--- config.mk ---
export PLATFORM = sky130hd
export DESIGN_NAME = cdm_mode
export DESIGN_NICKNAME = d
export VERILOG_FILES = /design/src/verilog/cdm_pkg.sv /design/src/verilog/cdm_sync.sv /design/src/verilog/cdm_mode.sv
export SDC_FILE = /design/constraint.sdc
export NUM_CORES = 1
export LEC_CHECK = 0
export BUFFER_PORTS_ARGS = -buffer_cell sky130_fd_sc_hd__buf_2
export CAP_MARGIN = 20
export CELL_PAD_IN_SITES_DETAIL_PLACEMENT = 1
export CELL_PAD_IN_SITES_GLOBAL_PLACEMENT = 1
export CORE_UTILIZATION = 47
export CTS_CLUSTER_DIAMETER = 60
export DETAILED_ROUTE_END_ITERATION = 7
export PLACE_DENSITY_LB_ADDON = 0.1
export SYNTH_ARGS = -nofsm -noshare
export SYNTH_HDL_FRONTEND = slang
export SYNTH_HIERARCHICAL = 1
export SYNTH_SLANG_ARGS = --single-unit
--- constraint.sdc ---
create_clock -name clk_i -period 8.1 [get_ports clk_i]
set_input_delay 1.62 -clock clk_i [delete_from_list [all_inputs] [get_ports clk_i]]
set_output_delay 1.62 -clock clk_i [all_outputs]
set_load 0.005 [all_outputs]
--- src/verilog/cdm_pkg.sv ---
// Package of constants and types for the clock and modulation mode block
package cdm_pkg;

    // Strap codes from the analogue front end (resistor classes)
    localparam logic [1:0] FREQ_CODE_SHORT   = 2'h0;   // 0 ohm: slave
    localparam logic [1:0] FREQ_CODE_OVER26K = 2'h1;   // > 26 kohm: master
    localparam logic [0:0] LOOP_CODE_GROUND  = 1'h0;   // Tied to analogue ground
    localparam logic [0:0] ADDR_CODE_GROUND  = 1'h0;   // Standalone mode

    localparam logic [2:0] MODE_CODE_0K      = 3'h0;
    localparam logic [2:0] MODE_CODE_4K7     = 3'h1;
    localparam logic [2:0] MODE_CODE_13K     = 3'h2;
    localparam logic [2:0] MODE_CODE_33K     = 3'h3;
    localparam logic [2:0] MODE_CODE_100K    = 3'h4;
    localparam logic [2:0] MODE_CODE_OPEN    = 3'h5;

    // Phase shift field encodings; shift_steps maps them to pi/12 steps
    localparam logic [2:0] SHIFT_NONE        = 3'h0;
    localparam logic [2:0] SHIFT_QUARTER     = 3'h1;
    localparam logic [2:0] SHIFT_THIRD       = 3'h2;
    localparam logic [2:0] SHIFT_HALF        = 3'h3;
    localparam logic [2:0] SHIFT_TWO_THIRDS  = 3'h4;
    localparam logic [2:0] SHIFT_THREE_QUART = 3'h5;

    // Phase accumulator: 24 steps per oscillator period (2 pi)
    localparam int unsigned    PHASE_STEPS   = 24;
    localparam logic [4:0]     PHASE_LAST    = 5'h17;
    localparam logic [4:0]     PHASE_HALF    = 5'h0C;

    // Hop divider counts for nominal, 0.9x and 1.1x master oscillator
    localparam logic [4:0]     OSC_NOMINAL   = 5'h17;
    localparam logic [4:0]     OSC_FAST      = 5'h14;  // 1.1x: fewer steps
    localparam logic [4:0]     OSC_SLOW      = 5'h1A;  // 0.9x: more steps

    // APB register map (byte addresses)
    localparam logic [7:0] REG_CTRL          = 8'h00;
    localparam logic [7:0] REG_STATUS        = 8'h04;

    // Control register field positions
    localparam int unsigned CTRL_HOP_DIR     = 3;
    localparam int unsigned CTRL_HOP_EN      = 4;
    localparam int unsigned CTRL_MOD_INPHASE = 5;
    localparam int unsigned CTRL_SHIFT_LSB   = 1;
    localparam int unsigned CTRL_LATCH       = 7;
    localparam logic [31:0] CTRL_RESET      = 32'h0000_0000;

    // Status register field positions
    localparam int unsigned STAT_MASTER      = 0;
    localparam int unsigned STAT_LOCK        = 1;
    localparam int unsigned STAT_INPHASE     = 2;
    localparam int unsigned STAT_PARALLEL    = 3;
    localparam int unsigned STAT_LATCHED     = 4;
    localparam int unsigned STAT_BUSMODE     = 5;
    localparam int unsigned STAT_SHIFT_LSB   = 8;

    typedef enum logic [1:0] {
        ST_IDLE    = 2'b00,
        ST_LATCHED = 2'b01,
        ST_RUN     = 2'b10
    } cdm_state_t;

endpackage

--- src/verilog/cdm_sync.sv ---
// Two-flop synchroniser for a vector of pin levels
`timescale 1ns/100ps
module cdm_sync #(
    parameter int unsigned WIDTH = 1
) (
    input  wire logic             clk_i,
    input  wire logic             rst_b_i,
    input  wire logic [WIDTH-1:0] d_i,
    output logic      [WIDTH-1:0] q_o
);
    logic [WIDTH-1:0] meta;

    // First stage read only by the second
    always_ff @(posedge clk_i or negedge rst_b_i) begin
        if (!rst_b_i) begin
            meta <= '0;
            q_o  <= '0;
        end else begin
            meta <= d_i;
            q_o  <= meta;
        end
    end
endmodule // cdm_sync

--- src/verilog/cdm_mode.sv ---
// Clock role, modulation and phase stagger mode logic with APB registers
//
// Contract
// - Frequency strap over 26 kohm gives master, drives clock pin; short gives slave.
// - Slave with loop strap grounded runs modulators straight from external clock.
// - Phase staggering only in slave role with loop enabled.
// - Standalone: strap sets modulation, half-pi shift, parallel; bus: parallel only.
// - Standalone strap table: 0,100k,13k opposite; 4.7k,33k,open in-phase; 13k,33k half-pi.
// - Bus mode: strap grounded is stereo, 33 kohm is parallel.
// - Bus mode: writing the latch bit as one captures the mode strap.
// - Otherwise the mode strap is captured when outputs first start switching.
// - Opposite-phase modulation drives the bridge halves complementary.
// - In-phase modulation switches both halves together, one input inverted.
// - Switching phase is offset from incoming clock by the selected amount.
// - Bus field picks quarter, third, half, two-thirds or three-quarter pi.
// - Parallel mode runs both stages as one, channel one controls govern.
// - Address strap grounded gives standalone mode, otherwise bus mode.
// - Master with hop enabled runs at 0.9 or 1.1 nominal by direction; here hop applies in bus mode only.
//
// Chosen here: the APB register port and the address map.
`timescale 1ns/100ps
module cdm_mode
    import cdm_pkg::*;
(
    input  wire logic        clk_i,
    input  wire logic        rst_b_i,
    // Strap codes from the analogue front end
    input  wire logic [1:0]  freq_set_strap_i,
    input  wire logic        spread_loop_strap_i,
    input  wire logic [2:0]  mode_select_strap_i,
    input  wire logic        addr_select_strap_i,
    // Shared clock pin, three signals
    input  wire logic        shared_clock_pin_i,
    output logic             shared_clock_pin_o,
    output logic             shared_clock_pin_oe_b_o,
    // Start of switching from the power stage sequencer
    input  wire logic        switch_start_i,
    // Channel one and channel two modulation inputs
    input  wire logic        ch1_pwm_i,
    input  wire logic        ch2_pwm_i,
    // Bridge half drive
    output logic [1:0]       half_a_o,
    output logic [1:0]       half_b_o,
    output logic             invert_input_o,
    // APB slave
    input  wire logic        psel,
    input  wire logic        penable,
    input  wire logic        pwrite,
    input  wire logic [7:0]  paddr,
    input  wire logic [31:0] pwdata,
    output logic [31:0]      prdata,
    output logic             pready,
    output logic             pslverr
);

    ////////////////////////////////////////////////////////////////////////
    // Pin synchronisation

    logic [7:0] strap_s;
    logic [1:0] clk_pin_s;
    cdm_sync #(.WIDTH(8)) u_strap_sync (
        .clk_i   (clk_i),
        .rst_b_i (rst_b_i),
        .d_i     ({freq_set_strap_i, spread_loop_strap_i, mode_select_strap_i,
                   addr_select_strap_i, switch_start_i}),
        .q_o     (strap_s)
    );
    cdm_sync #(.WIDTH(2)) u_clk_sync (
        .clk_i   (clk_i),
        .rst_b_i (rst_b_i),
        .d_i     ({shared_clock_pin_i, 1'b0}),
        .q_o     (clk_pin_s)
    );

    logic [1:0] f_code;
    logic       loop_code;
    logic [2:0] m_code;
    logic       a_code;
    logic       start_s;
    assign f_code    = strap_s[7:6];
    assign loop_code = strap_s[5];
    assign m_code    = strap_s[4:2];
    assign a_code    = strap_s[1];
    assign start_s   = strap_s[0];

    ////////////////////////////////////////////////////////////////////////
    // Decode functions

    function automatic logic mode_inphase(input logic [2:0] c);
        mode_inphase = (c == MODE_CODE_4K7) || (c == MODE_CODE_33K) || (c == MODE_CODE_OPEN);
    endfunction

    function automatic logic mode_half_pi(input logic [2:0] c);
        mode_half_pi = (c == MODE_CODE_13K) || (c == MODE_CODE_33K);
    endfunction

    // Shift code to pi/12 steps; out-of-range codes mean no shift
    function automatic logic [4:0] shift_steps(input logic [2:0] c);
        unique case (c)
            SHIFT_QUARTER:     shift_steps = 5'h03;
            SHIFT_THIRD:       shift_steps = 5'h04;
            SHIFT_HALF:        shift_steps = 5'h06;
            SHIFT_TWO_THIRDS:  shift_steps = 5'h08;
            SHIFT_THREE_QUART: shift_steps = 5'h09;
            default:           shift_steps = 5'h00;
        endcase
    endfunction

    ////////////////////////////////////////////////////////////////////////
    // State

    typedef struct packed {
        cdm_state_t  st;
        logic [31:0] ctrl;
        logic [2:0]  mode_latched;
        logic [4:0]  phase;
        logic [4:0]  div;
        logic        osc;
        logic        clk_prev;
        logic        master;
        logic        bus_mode;
        logic [31:0] rdata;
    } cdm_reg_t;

    cdm_reg_t r;
    cdm_reg_t next_r;

    logic       wr_en;
    logic       rd_en;
    logic       lock_en;
    logic       stagger_en;
    logic       bypass;
    logic       inphase;
    logic       parallel;
    logic [4:0] offset;
    logic [4:0] osc_top;
    logic       ext_edge;
    logic [4:0] shifted;
    logic       carrier;
    logic       latch_cmd;

    always_comb begin
        wr_en = psel && penable && pwrite;
        rd_en = psel && !penable && !pwrite;
        // strap capture command, bus mode only
        latch_cmd = r.bus_mode && wr_en && (paddr == REG_CTRL) && pwdata[CTRL_LATCH];
        // loop bypass when slave and loop strap grounded
        lock_en    = !r.master && (loop_code != LOOP_CODE_GROUND);
        bypass     = !r.master && (loop_code == LOOP_CODE_GROUND);
        // stagger only with locked loop in slave role
        stagger_en = lock_en;
        // source of modulation and shift depends on bus mode
        if (r.bus_mode) begin
            inphase = r.ctrl[CTRL_MOD_INPHASE];
            offset  = shift_steps(r.ctrl[CTRL_SHIFT_LSB +: 3]);
            // 33k is parallel, ground is stereo
            parallel = (r.mode_latched == MODE_CODE_33K);
        end else begin
            inphase  = mode_inphase(r.mode_latched);
            offset   = mode_half_pi(r.mode_latched) ? shift_steps(SHIFT_HALF) : 5'h00;
            parallel = mode_half_pi(r.mode_latched) && mode_inphase(r.mode_latched);
        end
        if (!stagger_en) begin
            offset = 5'h00;
        end
        // hop only in bus mode as master
        osc_top = OSC_NOMINAL;
        if (r.bus_mode && r.master && r.ctrl[CTRL_HOP_EN]) begin
            osc_top = r.ctrl[CTRL_HOP_DIR] ? OSC_FAST : OSC_SLOW;
        end
        ext_edge = clk_pin_s[1] && !r.clk_prev;
        shifted = (r.phase >= offset) ? (r.phase - offset)
                                      : 5'(r.phase + 5'(PHASE_STEPS) - offset);
        carrier = (shifted < PHASE_HALF);

        next_r          = r;
        next_r.clk_prev = clk_pin_s[1];
        next_r.master   = (f_code == FREQ_CODE_OVER26K);
        next_r.bus_mode = (a_code != ADDR_CODE_GROUND);
        if (r.master) begin
            if (r.div >= osc_top) begin
                next_r.div = 5'h00;
                next_r.osc = !r.osc;
            end else begin
                next_r.div = 5'(r.div + 5'h01);
            end
        end
        // Phase counter: master self-runs, slave restarts on pin edge
        if (ext_edge && !r.master) begin
            next_r.phase = 5'h00;
        end else if (r.phase >= PHASE_LAST) begin
            next_r.phase = 5'h00;
        end else begin
            next_r.phase = 5'(r.phase + 5'h01);
        end
        if (wr_en && (paddr == REG_CTRL)) begin
            next_r.ctrl = pwdata;
        end
        // command captures the strap whatever the state
        if (latch_cmd) begin
            next_r.mode_latched = m_code;
        end
        unique case (r.st)
            ST_IDLE: begin
                if (latch_cmd) begin
                    next_r.st = ST_LATCHED;
                end else if (start_s) begin
                    next_r.mode_latched = m_code;
                    next_r.st           = ST_RUN;
                end
            end
            ST_LATCHED: begin
                if (start_s) begin
                    next_r.st = ST_RUN;
                end
            end
            ST_RUN: begin
                if (!start_s) begin
                    next_r.st = ST_IDLE;
                end
            end
            default: next_r.st = ST_IDLE;
        endcase
        next_r.ctrl[CTRL_LATCH] = 1'b0;   // Command bit, self-clearing
        if (rd_en) begin
            unique case (paddr)
                REG_CTRL:   next_r.rdata = r.ctrl;
                REG_STATUS: next_r.rdata = {16'h0000, 3'h0, offset, 2'h0, r.bus_mode,
                                            (r.st != ST_IDLE), parallel, inphase, lock_en, r.master};
                default:    next_r.rdata = 32'h0000_0000;
            endcase
        end
    end

    always_ff @(posedge clk_i or negedge rst_b_i) begin
        if (!rst_b_i) begin
            r <= '{st: ST_IDLE, ctrl: CTRL_RESET, mode_latched: MODE_CODE_0K, phase: 5'h00,
                   div: 5'h00, osc: 1'b0, clk_prev: 1'b0, master: 1'b0, bus_mode: 1'b0,
                   rdata: 32'h0000_0000};
        end else begin
            r <= next_r;
        end
    end

    ////////////////////////////////////////////////////////////////////////
    // Outputs

    // Bus answers in access phase without wait states
    assign pready  = 1'b1;
    assign pslverr = psel && penable && (paddr != REG_CTRL) && (paddr != REG_STATUS);
    assign prdata  = r.rdata;

    // master drives the pin, enable low means driving
    assign shared_clock_pin_o      = r.osc;
    assign shared_clock_pin_oe_b_o = !r.master;

    // Output stage registers; bypass uses the pin level directly
    logic [1:0] next_a;
    logic [1:0] next_b;
    logic       base_clk;
    logic [1:0] pwm;
    always_comb begin
        // slave without loop follows external clock
        base_clk = bypass ? clk_pin_s[1] : carrier;
        // parallel: channel one drives both stages
        pwm      = parallel ? {ch1_pwm_i, ch1_pwm_i} : {ch2_pwm_i, ch1_pwm_i};
        next_a   = '0;
        next_b   = '0;
        if (r.st == ST_RUN) begin
            next_a = pwm ^ {2{base_clk}};
            // complementary halves / same phase, input inverted
            // In-phase: same switching, inversion goes to the modulator
            next_b = inphase ? next_a : ~next_a;
        end
    end

    always_ff @(posedge clk_i or negedge rst_b_i) begin
        if (!rst_b_i) begin
            half_a_o       <= 2'h0;
            half_b_o       <= 2'h0;
            invert_input_o <= 1'b0;
        end else begin
            half_a_o       <= next_a;
            half_b_o       <= next_b;
            invert_input_o <= inphase;
        end
    end

    ////////////////////////////////////////////////////////////////////////
    // Assertions

    a_role_master: assert property (@(posedge clk_i) disable iff (!rst_b_i)
        (f_code == FREQ_CODE_OVER26K) |=> shared_clock_pin_oe_b_o == 1'b0)
        else $error("master role not driving clock pin");
    a_no_stagger: assert property (@(posedge clk_i) disable iff (!rst_b_i)
        !lock_en |-> offset == 5'h00)
        else $error("phase offset applied without loop");
    a_latch_cmd: assert property (@(posedge clk_i) disable iff (!rst_b_i)
        latch_cmd |=> r.mode_latched == $past(m_code))
        else $error("strap not latched on command");
    a_inphase_same: assert property (@(posedge clk_i) disable iff (!rst_b_i)
        (r.st == ST_RUN && inphase) |=> half_b_o == half_a_o)
        else $error("halves not switching in phase");
    a_latch_start: assert property (@(posedge clk_i) disable iff (!rst_b_i)
        (r.st == ST_IDLE && start_s && !wr_en) |=> r.st == ST_RUN && r.mode_latched == $past(m_code))
        else $error("strap not latched at switching start");
    a_opposite_phase: assert property (@(posedge clk_i) disable iff (!rst_b_i)
        (r.st == ST_RUN && !inphase) |=> half_b_o == ~half_a_o)
        else $error("halves not complementary");
    a_bus_parallel: assert property (@(posedge clk_i) disable iff (!rst_b_i)
        (r.bus_mode && r.mode_latched == MODE_CODE_0K) |-> !parallel)
        else $error("ground strap not stereo in bus mode");
    a_mode_source: assert property (@(posedge clk_i) disable iff (!rst_b_i)
        (a_code == ADDR_CODE_GROUND) [*2] |-> !r.bus_mode)
        else $error("standalone mode not entered");
    a_hop_period: assert property (@(posedge clk_i) disable iff (!rst_b_i)
        (r.master && r.bus_mode && r.ctrl[CTRL_HOP_EN] && r.ctrl[CTRL_HOP_DIR]) |-> osc_top == OSC_FAST)
        else $error("hop direction not applied");

    c_latched_cmd: cover property (@(posedge clk_i) r.st == ST_LATCHED ##1 r.st == ST_RUN);
    c_stagger:     cover property (@(posedge clk_i) stagger_en && offset != 5'h00);
    c_inphase_run: cover property (@(posedge clk_i) r.st == ST_RUN && inphase);

endmodule // cdm_mode

Word level (Yosys, flattened, before mapping). Cells that the tools add are included.

Add/sub/neg operators: 5. $mul: 0. Div/mod/pow operators: 0. Magnitude comparators: 4. Equality and inequality tests: 15. Shift-type cells: 0. Multiplexer cells: 26. Bitwise gates (word level): 3. Reduce and logical (&&, ||, !) cells: 30.

Operator list (number): $pmux W32 S2 (1); $mux W5 (6); $pmux W4 S5 (1); $logic_and A1 B1 Y1 (17); $mux W3 (5); $mux W2 (7); $eq A3 B2 Y1 const B (4); $add A5 B1 Y5 const B (2); $ge A5 B5 Y1 (2); $sub A5 B5 Y5 (2); $eq A3 B3 Y1 const B (3); $eq A8 B3 Y1 const B (1); $logic_not A8 Y1 (1); $mux W4 (2); $ne A8 B3 Y1 const B (1); $reduce_bool A8 Y1 (1); $eq A3 B1 Y1 const B (2); $pmux W2 S3 (1); $add A5 B5 Y5 const B (1); $ge A5 B5 Y1 const B (1); $logic_not A1 Y1 (5); $lt A5 B4 Y1 const B (1); $eq A2 B1 Y1 const B (2); $logic_or A1 B1 Y1 (3); other kinds (9) (11).

Register bits after elaboration: 105. Latch bits: 0. Memory bits (writable): 0. Memory bits (read-only): 0. Bits of input ports: 56. Output and inout bits: 41. Logic and storage cells: 100. Memories kept: 0.

Logic depth before layout (Yosys ltp).
Word-level depth: 13. Mapped depth: 15. Mapped depth without buffers: 14.

Modules after synthesis. The synthesis kept the hierarchy.

Modules (own cells, without submodules): cdm_mode (times used 1, cells an instance 363, area an instance 4195.3 um2, seq. area each 2152.1 um2); cdm_sync (u_strap_sync) (times used 1, cells an instance 16, area an instance 400.4 um2, seq. area each 400.4 um2); cdm_sync (u_clk_sync) (times used 1, cells an instance 4, area an instance 100.1 um2, seq. area each 100.1 um2).

Worst setup path after synthesis. Ideal clock, no wire load.

Kind: in2out. From: in paddr[1]. To: out pslverr. Arrival: 2518 ps. Required time: 6480 ps. Setup slack: 3962 ps. Stages: 3. Path through: or4_1 nor4_4 nor2_1.

Cells in the longest elaborated chain, start to end: 3. Elaborated cells on any way between the ends: 4.

RTL lines: start, declared (RTL line cdm_mode.sv:49) `input wire logic [7:0] paddr,`; $reduce_bool A8 Y1 (RTL line cdm_mode.sv:250) `assign pslverr = psel && penable && (paddr != REG_CTRL) && (paddr != REG_STATUS);`; $logic_and A1 B1 Y1 (RTL line cdm_mode.sv:250); $logic_and A1 B1 Y1 (*) (RTL line cdm_mode.sv:250); end, declared (RTL line cdm_mode.sv:53) `output logic pslverr`.

Mark *: on every way between the ends. The rest lies on a longest branch, timed or not.

Final worst setup path. Same ends and word-level chain as after synthesis.

==> flow_metrics.py <==
metrics = {
    "outcome": {
        "outcome": "finished clean",
    },
    "cells_and_area": {
        "diodes": 0,
        "final_cell_mix": "dfrtp_1, buf_2, mux2_2, nand2_1, a22o_1",
        "num-fill-cells": 1012,
        "fin_nets": 516,
        "final_cell_area_um2": 5260,
        "syn_to_final_growth_pct": 13.1,
        "final_common_cell": "dfrtp_1",
        "drive_gt1_share_pct": 34.5,
    },
    "placed_design": {
        "post-place-ws_ns": 3.67,
        "gp_congestion": 0.713,
        "place_area_um2": 5000,
        "dp_hpwl_um": 7030,
        "io_buffers": 94,
    },
    "global_routing": {
        "antenna_found_initial": 0,
        "grt_pass1_wl_um": 16600,
        "grt_pass1_vias": 3302,
        "grt_max_degree": 76,
        "grt_use_total_pct": 21.3,
        "grt_overflow": 0,
    },
    "critical_path": {
        "crit_type": "input port to output pin",
        "r2r_setup_slack_ns": 4.69,
        "worstPathRequired_ns": 6.48,
        "crit_path_start": "paddr[1]",
        "crit_path_end_kind": "output pin",
        "reg2reg_depth": 10,
        "crit_end": "pslverr",
        "reg2reg_from": "r[32]$_DFF_PN0_",
        "start_kind": "input port",
        "reg2reg_to": "half_a_o[1]$_DFF_PN0_",
        "critPathArrivalTime_ns": 2.83,
        "crit_fanout": 5,
    },
    "sta": {
        "period_needed_ns": 4.45,
        "finalSetupViolCount": 0,
        "skew_ns": 0.0168,
        "whs_ns": 0.346,
        "tightestPinTransition_ns": 0.904,
        "setup_tns_ns": 0,
        "timing.final.ws_setup_ns": 3.65,
        "hold_viol": 0,
        "slew_viol_final": 0,
        "min_period_over_period_pct": 54.9,
        "rsz0062_at_grt": "no",
        "fmax_ghz": 0.225,
        "maxSlewHeadroom_pct": 39.8,
    },
    "detailed_routing": {
        "vias": 3052,
        "avgViaCountPerCell": 5.30,
        "wl_per_cell_um": 17.3,
        "drt-pass1-iter-count": 4,
        "drtIter0Drc": 90,
        "totalWireLength_um": 9940,
        "drtAntennaViolNets": 0,
        "drc": 0,
    },
    "floorplanning": {
        "io_pins": 97,
        "die_area_um2": 10300,
        "core_um2": 9420,
        "placementRows": 35,
        "die_width_um": 101,
        "initial_core_util_pct": 49.3,
        "die_y_um": 101,
    },
    "synthesis": {
        "synth_warnings": 6,
        "syn_inst": 381,
        "synth_nets": 453,
        "syn_area_per_cell_um2": 12.2,
        "syn_area_um2": 4650,
    },
    "cts": {
        "numCtsBuffers": 9,
        "cts_tree": "built",
        "cts-root-buf": "clkbuf_8",
        "clkTransAtPathRegs_ns": 0.10,
        "cts_resized": 0,
        "cts.sinks": 104,
        "htree_num_levels": 3,
        "clk_path_buf_depth": 2,
        "clock_latency_ns": 0.37,
        "cts_hold_buf": 0,
        "postCtsSetupBuffers": 0,
    },
    "worst_hold_path": {
        "whs_path_depth": 0,
        "holdCritPathClass": "flip-flop to flip-flop",
    },
    "power_and_ir_drop": {
        "finalPower_uw": 1330,
        "p_leak_uw": 0.00278,
        "vdd_drop_max_mv": 0.141,
        "p_per_area_nw_per_um2": 253,
    },
    "job": {
        "cap_violations": 0,
    },
}
==> worst min path at each step <==
stage | slack (ns) | to | startpoint
2_1_floorplan | 0.33 | r[32]$_DFF_PN0_ | u_strap_sync/q_o[1]$_DFF_PN0_
3_3_place_gp | 0.33 | u_strap_sync/q_o[2]$_DFF_PN0_ | u_strap_sync/meta[2]$_DFF_PN0_
3_5_place_dp | 0.34 | r[32]$_DFF_PN0_ | u_strap_sync/q_o[1]$_DFF_PN0_
4_1_cts | 0.35 | u_strap_sync/q_o[1]$_DFF_PN0_ | u_strap_sync/meta[1]$_DFF_PN0_
5_1_grt | 0.37 | u_clk_sync/q_o[1]$_DFF_PN0_ | u_clk_sync/meta[1]$_DFF_PN0_
6_report | 0.35 | u_strap_sync/q_o[5]$_DFF_PN0_ | u_strap_sync/meta[5]$_DFF_PN0_
==> report_power, final <==
part           leakage, uW  internal (uW)  switching, uW
combinational      0.00128            152            166
clock             0.000126            234            178
sequential         0.00137            561           38.5
total              0.00278            948            382
==> through the flow <==
| stage | utilization (%) | std cells |
|---|---|---|
| after floorplan | - | 381 |
| after global routing | 55.8 | 576 |
| final | 55.8 | 576 |
| after detailed placement | 53.1 | 562 |
| after global placement | 53.1 | 562 |
| after CTS | 55.8 | 576 |
==> flip-flops by register name, summed over array words and instances (netlist names) <==
| register | flops |
|---|---|
| u_clk_sync/q_o | 1 |
| u_strap_sync/meta | 8 |
| r | 49 |
| shared_clock_pin_o | 1 |
| invert_input_o | 1 |
| u_strap_sync/q_o | 8 |
| half_a_o | 2 |
| half_b_o | 2 |
| u_clk_sync/meta | 1 |
| prdata | 31 |
==> area by class of cell <==
class                      instances  area, um^2  share of cell area [%]
sequential                       104        2600                    49.5
timing repair buffer              97         495                    9.43
tap                              129         161                    3.07
multi-input combinational        218        1690                    32.2
inverter                          14        52.6                    1.00
clock inverter                     5         129                    2.45
clock buffer                       9         124                    2.36
==> routing by layer <==
metal  GRT usage (%)  routed length (um)  vias to the layer above
met5               0                   0                        -
met1            27.1                4320                     1574
met3            3.04                 327                       13
met2            37.1                5120                       72
met4            8.03                 175                        0
li1                -                   -                     1393
==> worst max-delay path, cell delays in order <==
cell    delay [ns]
buf_2         0.09
or4_1         0.56
nor4_4        0.31
nor2_1        0.10
buf_2         0.14
Note: power is estimated with default switching activity, not from simulation.
